===== config.mk =====
export PLATFORM = sky130hd
export DESIGN_NAME = standby_hold_controller
export DESIGN_NICKNAME = d
export VERILOG_FILES = /design/src/hw/shc_pkg.sv /design/src/hw/shc_timer_if.sv /design/src/hw/shc_sync.sv /design/src/hw/shc_interval_timer.sv /design/src/hw/standby_hold_controller.sv
export SDC_FILE = /design/constraint.sdc
export NUM_CORES = 1
export LEC_CHECK = 0
export ABC_AREA = 1
export BUFFER_PORTS_ARGS = -buffer_cell sky130_fd_sc_hd__buf_4
export CORE_ASPECT_RATIO = 0.9
export CORE_MARGIN = 2
export CORE_UTILIZATION = 45
export CTS_CLUSTER_DIAMETER = 120
export DETAILED_ROUTE_END_ITERATION = 10
export PLACE_DENSITY = 0.82
export SYNTH_ARGS = -nofsm -noshare
export SYNTH_HDL_FRONTEND = slang
export SYNTH_SLANG_ARGS = --single-unit

===== constraint.sdc =====
create_clock -name clk -period 3.4 [get_ports clk]
set_clock_uncertainty 0.1 [all_clocks]
set_input_delay 0 -clock clk [delete_from_list [all_inputs] [get_ports clk]]
set_output_delay 0 -clock clk [all_outputs]
set_load 0.01 [all_outputs]

===== src/hw/shc_pkg.sv =====
// shared constants for the standby hold controller
// How it works
// - standby from low-speed stops the low oscillator
// - standby always resumes in full-speed mode
// - single-clock mode: high oscillator only, pins are I/O
// - clock status bit0: pin level or operating state
// - auxiliary status bit3 always shows standby pin
// - standby command works from full or low speed
// - standby stops oscillator and halts the core
// - entering standby clears the interval timer
// - core state kept intact across standby
// - resume address held during standby
// - level mode: pin high releases standby
// - level mode: command with pin high warms up
// - edge mode: rising pin edge releases standby
// - edge mode: enters standby even with pin high
// - release restarts oscillator, core stopped during warm-up
// - three software-selectable warm-up durations
// - warm-up timed by interval timer stages
// - after warm-up execution resumes at next instruction
// - reset during standby releases into normal reset
// - dual-clock bit0 shows low-speed versus full-speed
package shc_pkg;
  localparam int ADR_W = 8;
  localparam logic [7:0] OFS_STANDBY_CMD = 8'h00;
  localparam logic [7:0] OFS_CLOCK_CTRL = 8'h04;
  localparam logic [7:0] OFS_CLOCK_STAT = 8'h08;
  localparam logic [7:0] OFS_AUX_STAT = 8'h0c;
  localparam logic [7:0] OFS_RESUME_PC = 8'h10;
  // standby command port fields
  localparam int CMD_GO_BIT = 0;
  localparam int CMD_WU_LSB = 1;
  localparam int CMD_EDGE_BIT = 3;
  // clock control command port fields
  localparam int CTL_DUAL_BIT = 0;
  localparam int CTL_SLOW_BIT = 1;
  // status fields
  localparam int STAT_STATE_BIT = 0;
  localparam int STAT_LOOSC_BIT = 1;
  localparam int AUX_PIN_BIT = 3;
  localparam logic [1:0] WU_SEL_RST = 2'h0;
  localparam logic [1:0] WU_SEL_SHORT = 2'h0;
  localparam logic [1:0] WU_SEL_MID = 2'h1;
  typedef enum logic [1:0] {SHC_RUN_FULL, SHC_RUN_SLOW, SHC_STANDBY, SHC_WARMUP} shc_state_e;
endpackage


===== src/hw/shc_timer_if.sv =====
// carrier between the controller and its interval timer
`timescale 1ns/100ps
interface shc_timer_if #(parameter int TIMER_W = 20);
  logic clear;
  logic run;
  logic [TIMER_W-1:0] count;
  modport ctrl (output clear, output run, input count);
  modport timer (input clear, input run, output count);
endinterface


===== src/hw/shc_sync.sv =====
// two-flop synchroniser for a pin level
`timescale 1ns/100ps
module shc_sync (
  input wire logic clk,
  input wire logic rst_n,
  input wire logic ce,
  input wire logic pinIn,
  output logic pinOut
);
  logic meta_r;

  always_ff @(posedge clk or negedge rst_n) begin
    if (!rst_n) begin
      meta_r <= 1'b0;
      pinOut <= 1'b0;
    end else if (ce) begin
      meta_r <= pinIn;
      pinOut <= meta_r;
    end
  end
endmodule


===== src/hw/shc_interval_timer.sv =====
// divider chain with clear and run inputs, used to time the warm-up
`timescale 1ns/100ps
module shc_interval_timer #(
  parameter int TIMER_W = 20
) (
  input wire logic clk,
  input wire logic rst_n,
  input wire logic ce,
  shc_timer_if.timer tmr
);
  initial begin
    if (TIMER_W < 2 || TIMER_W > 31) $error("shc_interval_timer: TIMER_W out of range");
  end

  logic [TIMER_W-1:0] count_r;

  always_ff @(posedge clk or negedge rst_n) begin
    if (!rst_n) begin
      count_r <= '0;
    end else if (ce) begin
      if (tmr.clear) begin
        count_r <= '0;
      end else if (tmr.run) begin
        count_r <= count_r + 1'b1;
      end
    end
  end

  assign tmr.count = count_r;
endmodule


===== src/hw/standby_hold_controller.sv =====
// standby hold controller with a classic wishbone register slave
//
// Register access over Wishbone and the register addresses were chosen for this implementation.
`timescale 1ns/100ps
module standby_hold_controller #(
  parameter int TIMER_W = 20,
  parameter int PC_W = 12,
  parameter int WU_TAP0 = 12,
  parameter int WU_TAP1 = 14,
  parameter int WU_TAP2 = 16
) (
  input wire logic clk,
  input wire logic rst_n,
  input wire logic ce,
  // wishbone classic slave
  input wire logic cyc_i,
  input wire logic stb_i,
  input wire logic we_i,
  input wire logic [shc_pkg::ADR_W-1:0] adr_i,
  input wire logic [31:0] dat_i,
  input wire logic [3:0] sel_i,
  output logic [31:0] dat_o,
  output logic ack_o,
  // core side
  input wire logic [PC_W-1:0] nextPc,
  output logic coreRunEn,
  output logic [PC_W-1:0] resumePc,
  // oscillator and pin side
  input wire logic standbyPin,
  output logic hiOscEn,
  output logic loOscEn,
  output logic lowOscPinsAsIo,
  output logic inStandby
);
  initial begin
    if (!(WU_TAP0 < WU_TAP1 && WU_TAP1 < WU_TAP2 && WU_TAP2 < TIMER_W && WU_TAP0 > 0)) begin
      $error("standby_hold_controller: warm-up taps must rise and fit the timer");
    end
    if (PC_W < 1 || PC_W > 32) $error("standby_hold_controller: PC_W out of range");
  end

  shc_pkg::shc_state_e state_r;
  shc_pkg::shc_state_e state_nxt;
  logic pinSync;
  logic pinPrev_r;
  logic pinRise;
  logic dualMode_r;
  logic slowReq_r;
  logic edgeMode_r;
  logic [1:0] wuSel_r;
  logic warmDone;
  logic busReq;
  logic wrLow;
  logic cmdGo;
  logic cmdEdge;
  logic [1:0] cmdWuSel;
  logic ctlWrite;
  logic [31:0] rdData;
  logic [shc_pkg::ADR_W-1:0] adrHit;

  shc_timer_if #(.TIMER_W(TIMER_W)) tmrBus ();

  shc_sync pinSyncer (
    .clk(clk),
    .rst_n(rst_n),
    .ce(ce),
    .pinIn(standbyPin),
    .pinOut(pinSync)
  );

  shc_interval_timer #(.TIMER_W(TIMER_W)) intervalTimer (
    .clk(clk),
    .rst_n(rst_n),
    .ce(ce),
    .tmr(tmrBus.timer)
  );

  // bus decode: one request per ack, only byte lane 0 carries writable fields
  assign busReq = cyc_i && stb_i && !ack_o;
  assign adrHit = adr_i;
  assign wrLow = busReq && we_i && sel_i[0];
  assign cmdGo = wrLow && (adrHit == shc_pkg::OFS_STANDBY_CMD) && dat_i[shc_pkg::CMD_GO_BIT];
  assign cmdEdge = dat_i[shc_pkg::CMD_EDGE_BIT];
  assign cmdWuSel = dat_i[shc_pkg::CMD_WU_LSB +: 2];
  assign ctlWrite = wrLow && (adrHit == shc_pkg::OFS_CLOCK_CTRL);

  // second flop of the syncer is registered once more for the edge
  always_ff @(posedge clk or negedge rst_n) begin
    if (!rst_n) begin
      pinPrev_r <= 1'b0;
    end else if (ce) begin
      pinPrev_r <= pinSync;
    end
  end
  assign pinRise = pinSync && !pinPrev_r;

  // warm-up ends when the selected divider stage first goes high
  always_comb begin
    case (wuSel_r)
      shc_pkg::WU_SEL_SHORT: warmDone = tmrBus.count[WU_TAP0];
      shc_pkg::WU_SEL_MID: warmDone = tmrBus.count[WU_TAP1];
      default: warmDone = tmrBus.count[WU_TAP2];
    endcase
  end

  always_comb begin
    state_nxt = state_r;
    case (state_r)
      shc_pkg::SHC_RUN_FULL: begin
        if (cmdGo) begin
          // level mode refuses to sleep while the pin already asks to wake
          if (!cmdEdge && pinSync) begin
            state_nxt = shc_pkg::SHC_WARMUP;
          end else begin
            state_nxt = shc_pkg::SHC_STANDBY;
          end
        end else if (dualMode_r && slowReq_r) begin
          state_nxt = shc_pkg::SHC_RUN_SLOW;
        end
      end
      shc_pkg::SHC_RUN_SLOW: begin
        if (cmdGo) begin
          if (!cmdEdge && pinSync) begin
            state_nxt = shc_pkg::SHC_WARMUP;
          end else begin
            state_nxt = shc_pkg::SHC_STANDBY;
          end
        end else if (!slowReq_r || !dualMode_r) begin
          state_nxt = shc_pkg::SHC_WARMUP;
        end
      end
      shc_pkg::SHC_STANDBY: begin
        if (edgeMode_r ? pinRise : pinSync) begin
          state_nxt = shc_pkg::SHC_WARMUP;
        end
      end
      shc_pkg::SHC_WARMUP: begin
        if (warmDone) begin
          state_nxt = shc_pkg::SHC_RUN_FULL;
        end
      end
      default: state_nxt = shc_pkg::SHC_RUN_FULL;
    endcase
  end

  // reset at any time, standby included, returns straight to normal run
  always_ff @(posedge clk or negedge rst_n) begin
    if (!rst_n) begin
      state_r <= shc_pkg::SHC_RUN_FULL;
    end else if (ce) begin
      state_r <= state_nxt;
    end
  end

  // mode and warm-up choice latched only when a command is accepted
  always_ff @(posedge clk or negedge rst_n) begin
    if (!rst_n) begin
      edgeMode_r <= 1'b0;
      wuSel_r <= shc_pkg::WU_SEL_RST;
    end else if (ce) begin
      if (cmdGo && (state_r == shc_pkg::SHC_RUN_FULL || state_r == shc_pkg::SHC_RUN_SLOW)) begin
        edgeMode_r <= cmdEdge;
        wuSel_r <= cmdWuSel;
      end
    end
  end

  // resume address taken from the core as the command is accepted
  always_ff @(posedge clk or negedge rst_n) begin
    if (!rst_n) begin
      resumePc <= '0;
    end else if (ce) begin
      if (cmdGo && (state_r == shc_pkg::SHC_RUN_FULL || state_r == shc_pkg::SHC_RUN_SLOW)) begin
        resumePc <= nextPc;
      end
    end
  end

  // clock control: only meaningful in dual-clock mode; leaving standby
  // or slow always lands in full speed, so the slow request is dropped
  always_ff @(posedge clk or negedge rst_n) begin
    if (!rst_n) begin
      dualMode_r <= 1'b0;
      slowReq_r <= 1'b0;
    end else if (ce) begin
      if (state_r == shc_pkg::SHC_STANDBY || state_r == shc_pkg::SHC_WARMUP) begin
        slowReq_r <= 1'b0;
      end else if (ctlWrite) begin
        dualMode_r <= dat_i[shc_pkg::CTL_DUAL_BIT];
        slowReq_r <= dat_i[shc_pkg::CTL_SLOW_BIT] && dat_i[shc_pkg::CTL_DUAL_BIT];
      end
    end
  end

  // timer is cleared on the way into standby or warm-up and frozen in standby
  always_comb begin
    tmrBus.clear = (state_r != shc_pkg::SHC_STANDBY && state_nxt == shc_pkg::SHC_STANDBY)
                || (state_r != shc_pkg::SHC_WARMUP && state_nxt == shc_pkg::SHC_WARMUP);
    tmrBus.run = (state_r != shc_pkg::SHC_STANDBY);
  end

  // oscillator and core enables, registered from the next state
  always_ff @(posedge clk or negedge rst_n) begin
    if (!rst_n) begin
      hiOscEn <= 1'b1;
      loOscEn <= 1'b0;
      coreRunEn <= 1'b1;
      inStandby <= 1'b0;
      lowOscPinsAsIo <= 1'b1;
    end else if (ce) begin
      // high oscillator restarts for warm-up; off in standby and slow
      hiOscEn <= (state_nxt == shc_pkg::SHC_RUN_FULL)
              || (state_nxt == shc_pkg::SHC_WARMUP);
      // low oscillator runs only in dual-clock mode and never in standby
      loOscEn <= dualMode_r && (state_nxt != shc_pkg::SHC_STANDBY);
      // core frozen, not reset, so memory and registers survive
      coreRunEn <= (state_nxt == shc_pkg::SHC_RUN_FULL)
                || (state_nxt == shc_pkg::SHC_RUN_SLOW);
      inStandby <= (state_nxt == shc_pkg::SHC_STANDBY);
      lowOscPinsAsIo <= !dualMode_r;
    end
  end

  // read mux; unmapped addresses read zero
  always_comb begin
    rdData = 32'h0000_0000;
    case (adrHit)
      shc_pkg::OFS_STANDBY_CMD: begin
        rdData[shc_pkg::CMD_WU_LSB +: 2] = wuSel_r;
        rdData[shc_pkg::CMD_EDGE_BIT] = edgeMode_r;
      end
      shc_pkg::OFS_CLOCK_CTRL: begin
        rdData[shc_pkg::CTL_DUAL_BIT] = dualMode_r;
        rdData[shc_pkg::CTL_SLOW_BIT] = slowReq_r;
      end
      shc_pkg::OFS_CLOCK_STAT: begin
        // single-clock: 1 means pin low; dual-clock: 1 means low-speed run
        rdData[shc_pkg::STAT_STATE_BIT] = dualMode_r ? (state_r == shc_pkg::SHC_RUN_SLOW)
                                                     : !pinSync;
        rdData[shc_pkg::STAT_LOOSC_BIT] = loOscEn;
      end
      shc_pkg::OFS_AUX_STAT: begin
        rdData[shc_pkg::AUX_PIN_BIT] = pinSync;
      end
      shc_pkg::OFS_RESUME_PC: begin
        rdData[PC_W-1:0] = resumePc;
      end
      default: rdData = 32'h0000_0000;
    endcase
  end

  // every request acked one cycle later; ack drops the cycle after
  always_ff @(posedge clk or negedge rst_n) begin
    if (!rst_n) begin
      ack_o <= 1'b0;
      dat_o <= 32'h0000_0000;
    end else if (ce) begin
      ack_o <= busReq;
      if (busReq && !we_i) begin
        dat_o <= rdData;
      end
    end
  end
endmodule


# After elaboration in Yosys (flattened, before gate mapping)
# Index checks and enable logic that the tools add are counted.
[op_classes]
n_addsub = 1
eq_ne = 14
muxes = 20
bitwise_logic = 1
reduce_logical = 40
[op_table]
columns = ["operator", "count"]
rows = [
  ["$mux 20", 2],
  ["$add 20x1->20 const B", 1],
  ["$eq 8x4->1 const B", 2],
  ["$logic_and 1x1->1", 16],
  ["$mux 2", 6],
  ["$eq 2x2->1 const B", 4],
  ["$eq 8x3->1 const B", 1],
  ["$eq 8x5->1 const B", 1],
  ["$logic_not 8->1", 1],
  ["$mux 8", 1],
  ["$pmux 2 s4", 1],
  ["$reduce_and 2->1", 4],
  ["$logic_not 1->1", 7],
  ["$eq 2x1->1 const B", 3],
  ["$logic_not 2->1", 3],
  ["$logic_or 1x1->1", 6],
  ["$ne 2x2->1 const B", 3],
  ["$pmux 1 s3", 2],
  ["$mux 1", 5],
  ["$pmux 1 s2", 2],
  ["$pmux 1 s4", 1],
  ["$reduce_bool 2->1", 2],
  ["$reduce_and 3->1", 1],
  ["$not 1->1", 1],
]
[word_totals]
reg_bits = 60
output_inout_bits = 50

# Depth between registers and ports, before layout
# Gate-level depths: netlist (run 1).
[logic_depth]
word_depth = 13
depth_mapped = 18
depth_no_buf = 18

# By module
# Synthesis (run 1) repeated with hierarchy kept, for this count alone.
[unflattened]
cells_unflattened = 396
area_unflattened_um2 = 3360.7
[modules_own_cells]
columns = ["mod", "instances", "cells_each", "area_each_um2", "seq_area_each_um2"]
rows = [
  ["standby_hold_controller", 1, 218, 2059.5, 954.7],
  ["shc_interval_timer", 1, 169, 1224.9, 500.5],
  ["shc_sync", 1, 9, 76.3, 50.0],
]

# Worst setup path after synthesis (run 1)
# OpenSTA, ideal clock, no wires.
[synth_timing]
kind = "flip-flop to flip-flop"
from = "reg ack_o"
to = "reg intervalTimer.count_r[13] (netlist: intervalTimer.tmr.count[13])"
setup_ns = 0.118
t_arrival_ns = 2.094
required_ns = 3.182
slack_ns = 1.088
path_stages_with_launch = 17
n_path_buf = 1
synth_period_minus_slack_ns = 2.312
path_cell_list = "dfrtp_1 -> nor2_1 -> nand2_1 -> nor2_2 -> nand2_4 -> nand2_1 -> nand2_1 -> nand2_1 -> nand2_1 -> nand2_1 -> inv_1 -> ha_1 -> o21ai_4 -> inv_4 -> buf_2 -> nand4_1 -> nand2_1"
[synth_via]
elab_chain_len = 13
word_cells_on_any_way = 17
cone_classes = "eq/ne: 2; mux: 4; reduce/logical: 11"
[synth_lines]
columns = ["element", "line_no", "rtl"]
rows = [
  ["start: declaration", "standby_hold_controller.sv:23", "output logic ack_o,"],
  ["start signal: assignment", "standby_hold_controller.sv:258", "ack_o <= busReq;"],
  ["$logic_not 1->1 *", "standby_hold_controller.sv:79", "assign busReq = cyc_i && stb_i && !ack_o;"],
  ["$logic_and 1x1->1 *", "standby_hold_controller.sv:79", ""],
  ["$logic_and 1x1->1 * (2 in a row)", "standby_hold_controller.sv:81", "assign wrLow = busReq && we_i && sel_i[0];"],
  ["$logic_and 1x1->1 * (2 in a row)", "standby_hold_controller.sv:82", "assign cmdGo = wrLow && (adrHit == shc_pkg::OFS_STANDBY_CMD) && dat_i[shc_pkg::CMD_GO_BIT];"],
  ["$mux 2 (on tied branches)", "standby_hold_controller.sv:122, standby_hold_controller.sv:110", ""],
  ["$pmux 2 s4 *", "standby_hold_controller.sv:108", "case (state_r)"],
  ["named net state_nxt[0]", "standby_hold_controller.sv:43", "shc_pkg::shc_state_e state_nxt;"],
  ["$eq 2x2->1 (on tied branches)", "standby_hold_controller.sv:197, standby_hold_controller.sv:198", ""],
  ["$logic_and 1x1->1 (on tied branches)", "standby_hold_controller.sv:197, standby_hold_controller.sv:198", ""],
  ["$logic_or 1x1->1 *", "standby_hold_controller.sv:198", "|| (state_r != shc_pkg::SHC_WARMUP && state_nxt == shc_pkg::SHC_WARMUP);"],
  ["$reduce_bool 2->1 (no line)", "n/a", ""],
  ["$reduce_and 2->1 (no line)", "n/a", ""],
  ["end signal: assignment", "shc_interval_timer.sv:24", "count_r <= count_r + 1'b1;"],
  ["end: declaration", "shc_interval_timer.sv:15", "logic [TIMER_W-1:0] count_r;"],
]
# The timed path passes the listed nets; every way through them passes the cells marked *.
# A chain may end at the register's enable or synchronous reset.

# Final worst setup path (run 1)
[layout_timing]
from = "in stb_i"
to = "reg intervalTimer.count_r[5] (netlist: intervalTimer.tmr.count[5])"
[layout_via]
elab_chain_len = 13
word_cells_on_any_way = 17
cone_classes = "eq/ne: 2; mux: 4; reduce/logical: 11"
[layout_lines]
columns = ["element", "line_no", "rtl"]
rows = [
  ["start: declaration", "standby_hold_controller.sv:17", "input wire logic stb_i,"],
  ["$logic_and 1x1->1 * (2 in a row)", "standby_hold_controller.sv:79", ""],
  ["$logic_and 1x1->1 * (2 in a row)", "standby_hold_controller.sv:81", ""],
  ["$logic_and 1x1->1 * (2 in a row)", "standby_hold_controller.sv:82", ""],
  ["$mux 2 (on tied branches)", "standby_hold_controller.sv:122, standby_hold_controller.sv:110", ""],
  ["$pmux 2 s4 *", "standby_hold_controller.sv:108", ""],
  ["named net state_nxt[0]", "standby_hold_controller.sv:43", ""],
  ["$eq 2x2->1 (on tied branches)", "standby_hold_controller.sv:197, standby_hold_controller.sv:198", ""],
  ["$logic_and 1x1->1 (on tied branches)", "standby_hold_controller.sv:197, standby_hold_controller.sv:198", ""],
  ["$logic_or 1x1->1 *", "standby_hold_controller.sv:198", ""],
  ["$reduce_bool 2->1 (no line)", "n/a", ""],
  ["$reduce_and 2->1 (no line)", "n/a", ""],
]
# Marks and branches as above.

==> out/metrics.csv, run 1 <==
metric,value,unit
outcome,"finished, final reports clean",
Initial Utilization,47.2,%
number of global-route vias before repair,2747,
register area share after synthesis,45.5,%
Worst VDD drop,0.000304,V
num rows,28,
Worst-path clk slew,0.07,ns
final slew viol count,0,
"Gates resized, CTS repair",0,
Final Hold Slack,0.0622,ns
H-tree lvl count,3,
NumNets Final,561,
period utilization,91.6,%
global route hottest layer,met2,
CP Cell Sequence,"dlygate4sd3_1, buf_4, nand2_1, dlygate4sd3_1, nor2_1, nand2_1, nor2_2, nand2_4, nand2_1, nand2_1, nand2_1, nand2_1, nand2_1, inv_1, ha_1, o21ai_4, inv_4, nand2_1, nor2_1, o21ai_1, nor2_1",
clock sink count,57,
GR Util met2,33.1,%
Die Ht,83.3,um
CTS Buf Count,9,
synthesized area per cell,7.84,um^2
via count,2859,
setup tns final,0,ns
number of port buffers,61,
minimum clock period,3.11,ns
Mapped Cells,401,
synth unique cells,33,
CTS tree,built,
HP Class,input pin to flop,
Worst EP required,3.52,ns
Post-Place Cells,544,
"Hold Vio Cnt, Final",0,
Pleak,0.00206,uW
Pwr per Cell Area,439,mW/mm^2
worst-margin pin slew,0.725,ns
FMAX,0.321,GHz
Setup-failing EPs final,0,
Worst path slowest cell,dlygate4sd3_1,
1st-iter DRT viols,155,
RD Place Congestion,0.911,
largest net degree at the start of global routing,58,
grt total ovfl,0,
DRT Wirelength,7.33,mm
Finished Cell Area,0.00408,mm^2
final cell count without fillers,588,
met3 usage,5.81,%
Via density,4.86,
placed cell area,0.00359,mm^2
Root Buffer,clkbuf_8,
crit path kind,input pin to flop,
Die Span X,92.1,um
antenna violations before repair,0,
drt drc,0,
clock latency on the worst-skew pair,0.34,ns
Synth Warn #,0,
RSZ-0062 raised after global routing,false,
Clock Tree Buf Depth,2,
core area,0.00666,mm^2
type of destination of the critical path,flop,
post-layout util,61.3,%
Yosys reg bits,57,
Slew HR,51.7,%
dpl hpwl,5.01,mm
first-pass GRT wire length,12.4,mm
# diodes,0,
arrival time at the worst endpoint,3.23,ns
I/O pin cnt,113,
met1 GRT Util,24.7,%
DRT Pass-1 Iters,4,
layout cells sized above 1,19.9,%
all-layer global routing usage,20.1,%
wire length per cell,12.5,um
DRT antenna net count,0,
total die area,0.00767,mm^2
max_cap viols,0,
Worst setup SP type,input pin,
Filler cells,562,
Layout area overhead,29.7,%
CP peak stage delay,0.56,ns
cell with the most instances on the worst path,nand2_1,
reg2reg setup slack,0.75,ns
Mapped Area,0.00314,mm^2
crit-path max FO,17,
-- worst max-delay path, delay by kind of cell --
kind	cells	cell delay (ns)
and+or+nand+nor	13	1.10
AOI/OAI and AO/OA	2	0.47
adders and majority gates	1	0.24
buffers and inverters	5	1.41
-- registers in the layout, summed over array words and instances, names as in the netlist, 2 cells and up --
signal,cells
intervalTimer.tmr.count,17
dat_o,12
resumePc,12
state_r,2
wuSel_r,2
-- cells in the mapped netlist --
library cell	number	area share [%]
nor4_1	1	0.20
o21ai_1	12	1.9
nand2_4	1	0.36
xor2_1	5	1.4
buf_2	2	0.32
nand3_1	21	3.3
a31o_2	2	0.56
inv_4	1	0.20
nand4_1	12	2.4
nand2_2	4	0.80
nor2_2	3	0.60
ha_1	5	2.0
dfstp_2	3	2.5
nor2_1	34	4.1
a31oi_1	1	0.20
inv_1	40	4.8
nor3_1	5	0.80
clkbuf_1	3	0.36
o211ai_1	2	0.48
nor2_8	2	1.3
buf_6	2	0.72
nand2_1	115	14
nor3_2	1	0.32
dfrtp_1	54	43
conb_1	1	0.12
a21oi_1	7	1.1
inv_2	2	0.24
o22ai_2	1	0.40
o21ai_0	33	5.3
nor4_2	1	0.40
o21ai_4	1	0.52
buf_4	20	4.8
nand3b_1	4	0.96
-- where the power goes --
group,switching (uW),total (uW),internal [uW]
clock network,285,644,359
logic,231,374,142
registers,42.9,774,731
total,560,1790,1230
-- per-layer routing --
metal	share of wire, %	up-vias
li1	-	1441
met1	43	1313
met2	48	86
met3	5.9	19
met4	2.7	0
met5	0	-
-- cells by family (layout without fill, tap and decap cells) --
family / Yosys count / count (layout) / share of synthesized area [%]
adders and majority gates: 5 / 5 / 1.99
other: 1 / 20 / 0.119
and+or+nand+nor: 204 / 204 / 29.2
xor gates and xnor gates: 5 / 5 / 1.39
AOI/OAI and AO/OA: 59 / 59 / 10.4
buffers and inverters: 70 / 148 / 11.4
DFF: 57 / 57 / 45.5
-- repair_timing --
item	in CTS	in global routing
buffers inserted	0	0
hold buffers	28	0
hold endpoints to repair	83	0
-- through the flow --
| stage | worst slack [ns] | power, uW |
|---|---|---|
| after global placement | 0.851 | 1110 |
| after CTS | 0.335 | 1810 |
| after detailed placement | 0.790 | 1130 |
| after global routing | 0.0253 | 1890 |
| after floorplan | 1.09 | 1010 |
| final | 0.287 | 1790 |
-- final timing paths --
| check | startpoint | endpoint | depth (start not counted) |
|---|---|---|---|
| hold / removal | adr_i[0] | dat_o[2] | 6 |
| max in group asynchronous | rst_n | intervalTimer.tmr.count[15] | 2 |
| setup reg to reg | ack_o | intervalTimer.tmr.count[5] | 17 |
| setup / recovery | stb_i | intervalTimer.tmr.count[5] | 21 |
| hold reg to reg | hiOscEn | hiOscEn | 2 |
| min in group asynchronous | rst_n | intervalTimer.tmr.count[11] | 2 |
-- layout by cell type (no fill, tap or decap), types with 2 or more instances in the layout --
cell / synthesis / routed
nor2_1: 34 / 34
nor3_1: 5 / 5
nand3_1: 21 / 21
nand2_2: 4 / 4
nor2_8: 2 / 2
dfstp_2: 3 / 3
ha_1: 5 / 5
dfrtp_1: 54 / 54
clkinv_4: 0 / 2
xor2_1: 5 / 5
a31o_2: 2 / 2
o21ai_0: 33 / 33
o21ai_1: 12 / 12
nor2_2: 3 / 3
inv_2: 2 / 2
dlygate4sd3_1: 0 / 28
clkinvlp_4: 0 / 2
conb_1: 1 / 20
a21oi_1: 7 / 7
inv_1: 40 / 40
buf_4: 20 / 61
nand4_1: 12 / 12
nand2_1: 115 / 115
o211ai_1: 2 / 2
clkbuf_8: 0 / 10
nand3b_1: 4 / 4
-- area by class of cell --
| cell class | instances | area, um^2 | share of cell area, % |
|---|---|---|---|
| Sequential cell | 57 | 1430 | 35.1 |
| Inverter | 43 | 164 | 4.02 |
| Clock inverter | 6 | 67.6 | 1.66 |
| Multi-Input combinational cell | 293 | 1430 | 35.0 |
| Clock buffer | 10 | 138 | 3.38 |
| Tap cell | 90 | 113 | 2.76 |
| Timing Repair Buffer | 89 | 738 | 18.1 |
No activity file was read; power rests on OpenSTA's default activity.
==> inputs of run 2 (changes only) <==
--- a/config.mk
+++ b/config.mk
@@ -10,6 +10,7 @@
 export CORE_ASPECT_RATIO = 0.9
 export CORE_MARGIN = 2
 export CORE_UTILIZATION = 45
+export CTS_BUF_LIST = sky130_fd_sc_hd__clkbuf_16
 export CTS_CLUSTER_DIAMETER = 120
 export DETAILED_ROUTE_END_ITERATION = 10
 export PLACE_DENSITY = 0.82
==> out/metrics.csv, run 2 (same netlist as run 1, synthesis figures left out) <==
metric,value,unit
outcome,"finished, final reports clean",
cell with the most instances on the worst path,nand2_1,
Setup-failing EPs final,0,
CTS tree,built,
Filler cells,558,
final slew viol count,0,
worst path bufs/invs,5,
Pleak,0.00209,uW
Worst VDD drop,0.000326,V
clock latency on the worst-skew pair,0.32,ns
I/O pin cnt,113,
setup tns final,0,ns
Stages on worst setup path,21,
Initial Utilization,47.2,%
Clock Tree Buf Depth,2,
"commonest non-fill, non-tap cell in the layout",nand2_1,
antenna violations before repair,0,
1st-iter DRT viols,124,
H-tree lvl count,3,
Root Buffer,clkbuf_16,
Pwr per Cell Area,488,mW/mm^2
"commonest non-fill, non-tap cells in the layout","nand2_1 (115), buf_4 (61), dfrtp_1 (54), inv_1 (40), nor2_1 (34)",
# diodes,0,
"delay-heaviest family, CP",buffers and inverters,
Finished Cell Area,0.00414,mm^2
CP Cell Sequence,"dlygate4sd3_1, buf_4, nand2_1, dlygate4sd3_1, nor2_1, nand2_1, nor2_2, nand2_4, nand2_1, nand2_1, nand2_1, nand2_1, nand2_1, inv_1, ha_1, o21ai_4, inv_4, nand2_1, nor2_1, o21ai_1, nor2_1",
Slew HR,52.8,%
FMAX,0.321,GHz
DRT Pass-1 Iters,5,
Worst EP required,3.50,ns
first-pass GRT wire length,12.7,mm
max reg flops,17,
arrival time at the worst endpoint,3.22,ns
minimum clock period,3.12,ns
crit path kind,input pin to flop,
type of destination of the critical path,flop,
period utilization,91.7,%
number of port buffers,61,
total die area,0.00767,mm^2
largest net degree at the start of global routing,58,
drt drc,0,
layout cells sized above 1,19.8,%
Worst-path clk slew,0.05,ns
via count,2882,
wire length per cell,12.8,um
WHS Path Cells,5,
NumNets Final,558,
core area,0.00666,mm^2
DRT antenna net count,0,
CTS Buf Count,9,
grt total ovfl,0,
Worst path slowest cell,dlygate4sd3_1,
placed cell area,0.00359,mm^2
RSZ-0062 raised after global routing,false,
Via density,4.93,
CP peak stage delay,0.56,ns
R2R depth,17,
num rows,28,
Layout area overhead,31.6,%
clock sink count,57,
all-layer global routing usage,20.8,%
Worst setup SP type,input pin,
Die Ht,83.3,um
worst-margin pin slew,0.708,ns
Die Span X,92.1,um
RD Place Congestion,0.911,
max_cap viols,0,
"Hold Vio Cnt, Final",0,
HP Class,input pin to flop,
crit-path max FO,17,
DRT Wirelength,7.49,mm
number of global-route vias before repair,2813,
dpl hpwl,5.01,mm
==> run 2: timing repair <==
action	CTS	global route
setup buffers	0	0
resized for setup	0	0
hold buffers	25	0
hold endpoints to repair	83	0
==> run 2: metal layers <==
metal,wire length [um],global-route usage [%]
met5,0,0
met4,157,8.28
met3,401,6.35
met2,3760,35.2
met1,3170,24.6
==> run 2: worst paths after layout <==
check,slack [ns],startpoint,endpoint
min in group asynchronous,0.17,rst_n,intervalTimer.tmr.count[0]
max in group asynchronous,2.56,rst_n,resumePc[5]
setup reg to reg,0.79,ack_o,intervalTimer.tmr.count[5]
hold reg to reg,0.36,hiOscEn,hiOscEn
hold / removal,0.02,adr_i[5],dat_o[3]
setup / recovery,0.28,stb_i,intervalTimer.tmr.count[5]
==> run 2: layout make-up <==
class                   count  area (um^2)  area share [%]
clock inverters             7         71.3            1.72
well taps                  90          113            2.72
multi-input cells         293         1430            34.5
flip-flops and latches     57         1430            34.6
clock buffers               9          225            5.44
repair buffers             86          708            17.1
inverters                  43          164            3.96
==> run 2: where the power goes <==
part / switching [uW] / internal [uW]
Sequential: 43.0 / 733
Combinational: 229 / 139
Clock: 314 / 564
==> run 2: worst reg2reg max path: stages, from the launching register on <==
cell and delay [ns]:
dfrtp_1 0.39, nor2_1 0.14, nand2_1 0.08, nor2_2 0.15, nand2_4 0.12, nand2_1 0.08, nand2_1 0.05, nand2_1 0.05
nand2_1 0.07, nand2_1 0.11, inv_1 0.07, ha_1 0.24, o21ai_4 0.35, inv_4 0.16, nand2_1 0.13, nor2_1 0.05
o21ai_1 0.10, nor2_1 0.04
==> run 2: per-stage QoR <==
| step | hold WS (ns) | utilization, % | instances | power [uW] | setup slack (ns) |
|---|---|---|---|---|---|
| CTS | 0.00942 | 62.2 | 585 | 2040 | 0.316 |
| finish | 0.0247 | 62.2 | 585 | 2020 | 0.282 |
| global route | 0.0560 | 62.2 | 585 | 2120 | 0.0161 |
| detailed placement | 0.00663 | 54.0 | 544 | 1130 | 0.790 |
| floorplan | -0.396 | - | 420 | 1010 | 1.09 |
| global placement | -0.00229 | 54.0 | 544 | 1110 | 0.851 |
==> inputs of run 3 (changes only) <==
--- a/config.mk
+++ b/config.mk
@@ -5,7 +5,6 @@
 export SDC_FILE = /design/constraint.sdc
 export NUM_CORES = 1
 export LEC_CHECK = 0
-export ABC_AREA = 1
 export BUFFER_PORTS_ARGS = -buffer_cell sky130_fd_sc_hd__buf_4
 export CORE_ASPECT_RATIO = 0.9
 export CORE_MARGIN = 2
@@ -13,7 +12,7 @@
 export CTS_BUF_LIST = sky130_fd_sc_hd__clkbuf_16
 export CTS_CLUSTER_DIAMETER = 120
 export DETAILED_ROUTE_END_ITERATION = 10
-export PLACE_DENSITY = 0.82
+export PLACE_DENSITY = 0.83
 export SYNTH_ARGS = -nofsm -noshare
 export SYNTH_HDL_FRONTEND = slang
 export SYNTH_SLANG_ARGS = --single-unit
==> out/metrics.csv, run 3 <==
metric,value,unit
most frequent cell after synthesis,dfrtp_1,
worst-margin pin slew,0.733,ns
Worst R2R End,intervalTimer.tmr.count[5],
all-layer global routing usage,19.5,%
Flop pwr share,37.6,%
synth unique cells,50,
Finished Cell Area,0.00411,mm^2
final slew viol count,0,
RD Place Congestion,0.751,
switching part of the total,25.8,%
final cell count without fillers,474,
"area leader, netlist",dfrtp_1,
number of port buffers,61,
Worst-path clk slew,0.05,ns
Mapped Area,0.00305,mm^2
num rows,28,
Yosys reg bits,57,
register area share after synthesis,46.9,%
Initial Utilization,46.5,%
placed cell area,0.00352,mm^2
H-tree lvl count,3,
CP peak stage delay,0.54,ns
Synth Flop Type,dfrtp_1,
Top Metal Used,met4,
WHS Path Cells,4,
Via density,5.12,
CTS Buf Count,9,
"EDFF count, synth",0,
CP Cell Sequence,"dlygate4sd3_1, buf_4, nor4_4, nand4_2, or4_1, nand2_1, nor2_1, ha_1, mux2i_1, a21oi_1, buf_4, or2_2, o31ai_1",
"Gates resized, CTS repair",0,
Synth top area share,44.3,%
Worst VDD drop,0.000363,V
Clock Tree Buf Depth,2,
CTS tree,built,
Gate power share,14.7,%
dpl hpwl,4.22,mm
RSZ-0062 raised after global routing,false,
I/O pin cnt,113,
1st-iter DRT viols,131,
Pleak,0.00196,uW
Die Span X,90.8,um
Pwr per Cell Area,499,mW/mm^2
largest net degree at the start of global routing,58,
Mapped Cells,287,
Switch Pwr,530,uW
period utilization,91.4,%
outcome,"finished, final reports clean",
Worst setup SP type,input pin,
crit-path max FO,7,
Post-Place Cells,432,
Synth Warn #,0,
total die area,0.00745,mm^2
max_cap viols,0,
DRT antenna net count,0,
HP Class,input pin to flop,
# diodes,0,
max reg flops,17,
"commonest non-fill, non-tap cell in the layout",buf_4,
Slew HR,51.2,%
Synth area leaders,"dfrtp_1 (44%), buf_4 (4.9%), mux2_4 (4.9%)",
Worst path slowest cell,dlygate4sd3_1,
DRT Wirelength,6.75,mm
layout cells sized above 1,29.7,%
clock sink count,57,
core area,0.00655,mm^2
arrival time at the worst endpoint,3.23,ns
commonest cells in the netlist,"dfrtp_1 (54), nor2_1 (24), nand2_1 (22), buf_4 (20), o21ai_0 (20)",
hold worst-path end,dat_o[0],
NumNets Final,447,
antenna violations before repair,0,
Die Ht,82.1,um
Setup-failing EPs final,0,
Final Hold Slack,0.0465,ns
synthesized area per cell,10.6,um^2
FMAX,0.322,GHz
clock latency on the worst-skew pair,0.33,ns
crit path kind,input pin to flop,
DRT Pass-1 Iters,4,
reg2reg setup slack,0.38,ns
cell with the most instances on the worst path,buf_4,
minimum clock period,3.11,ns
Reg2Reg Launch Point,ack_o,
drt drc,0,
type of destination of the critical path,flop,
setup tns final,0,ns
"Hold Vio Cnt, Final",0,
Hold Crit Start,adr_i[0],
first-pass GRT wire length,11.3,mm
via count,2427,
fraction of registers with async set/reset,100,%
grt total ovfl,0,
"commonest non-fill, non-tap cells in the layout","buf_4 (67), dfrtp_1 (54), dlygate4sd3_1 (26), nor2_1 (24), nand2_1 (22)",
R2R depth,11,
Root Buffer,clkbuf_16,
Layout area overhead,34.9,%
metal2 WL,3.31,mm
wire length per cell,14.2,um
P_int,1520,uW
number of global-route vias before repair,2334,
Worst EP required,3.53,ns
Met1 Wirelength,2.97,mm
Met3 Wirelength,368,um
Clk pwr share,47.7,%
[run 3: cell count changes in the layout (fill, tap and decap cells not counted), sizes merged, moves of 8 or more]
| cell | before | now |
|---|---|---|
| nand2 | 120 | 22 |
| nand4 | 12 | 2 |
| o21ai | 46 | 20 |
| nand3 | 21 | 10 |
| a22o | 0 | 8 |
| inv | 43 | 8 |
| nor2 | 39 | 24 |
| mux2 | 0 | 22 |
| xnor2 | 0 | 9 |
[run 3: critical path: cells and delay by family]
kind	cells	cell delay, ns
and+or+nand+nor	6	1.61
buffers and inverters	3	0.91
AOI/OAI and AO/OA	2	0.32
adders and majority gates	1	0.25
muxes	1	0.13
[run 3: stage by stage]
stage	worst slack, ns	power (uW)	util (%)
floorplan	0.465	957	-
global placement	0.455	1050	53.8
detailed placement	0.366	1060	53.8
CTS	0.336	2080	62.8
global route	0.0913	2160	62.8
finish	0.294	2050	62.8
[run 3: area by class of cell]
| type | instances | area, um^2 |
|---|---|---|
| clock inverters | 7 | 103 |
| well taps | 90 | 113 |
| clock buffers | 9 | 225 |
| fillers | 503 | 2440 |
| repair buffers | 93 | 763 |
| inverters | 7 | 26.3 |
| flip-flops and latches | 57 | 1430 |
| multi-input cells | 211 | 1450 |
[run 3: power by group through the flow]
| stage | Clock (uW) | Combinational (uW) | Sequential, uW |
|---|---|---|---|
| finish | 978 | 302 | 771 |
| global route | 1030 | 340 | 781 |
| CTS | 1000 | 304 | 771 |
| detailed placement | 0 | 280 | 780 |
| global placement | 0 | 273 | 779 |
| floorplan | 0 | 185 | 772 |
[run 3: logic make-up (layout without fill, tap and decap cells)]
logic type      after synthesis  in the layout  share of synthesized area, %
mux                          29             29                          11.7
fa+ha+maj                     5              5                          2.05
xor+xnor                     10             10                          2.87
flops                        57             57                          46.9
compound gates               50             50                          10.6
other cells                   1             20                         0.123
simple gates                 97             97                          18.1
buf+inv                      38            116                          7.76
[run 3: worst max path at each step]
stage	endpoint	startpoint	slack (ns)	cells after the start
after floorplan	intervalTimer.tmr.count[10]	ack_o	0.47	11
after global placement	intervalTimer.tmr.count[6]	ack_o	0.45	11
after detailed placement	intervalTimer.tmr.count[5]	ack_o	0.37	11
after CTS	intervalTimer.tmr.count[5]	adr_i[3]	0.34	13
after global routing	intervalTimer.tmr.count[5]	adr_i[3]	0.09	13
final	intervalTimer.tmr.count[5]	adr_i[3]	0.29	13
[run 3: metal layers]
| layer | GRT usage (%) | vias to the layer above |
|---|---|---|
| met5 | 0 | - |
| met4 | 7.08 | 0 |
| met3 | 6.15 | 14 |
| met2 | 33.4 | 77 |
| met1 | 23.5 | 1174 |
| li1 | - | 1162 |
[run 3: what timing repair did]
item,in CTS,in global routing
buffers inserted,0,0
hold endpoints to repair,81,0
hold buffers,26,0
setup endpoints to repair,0,0
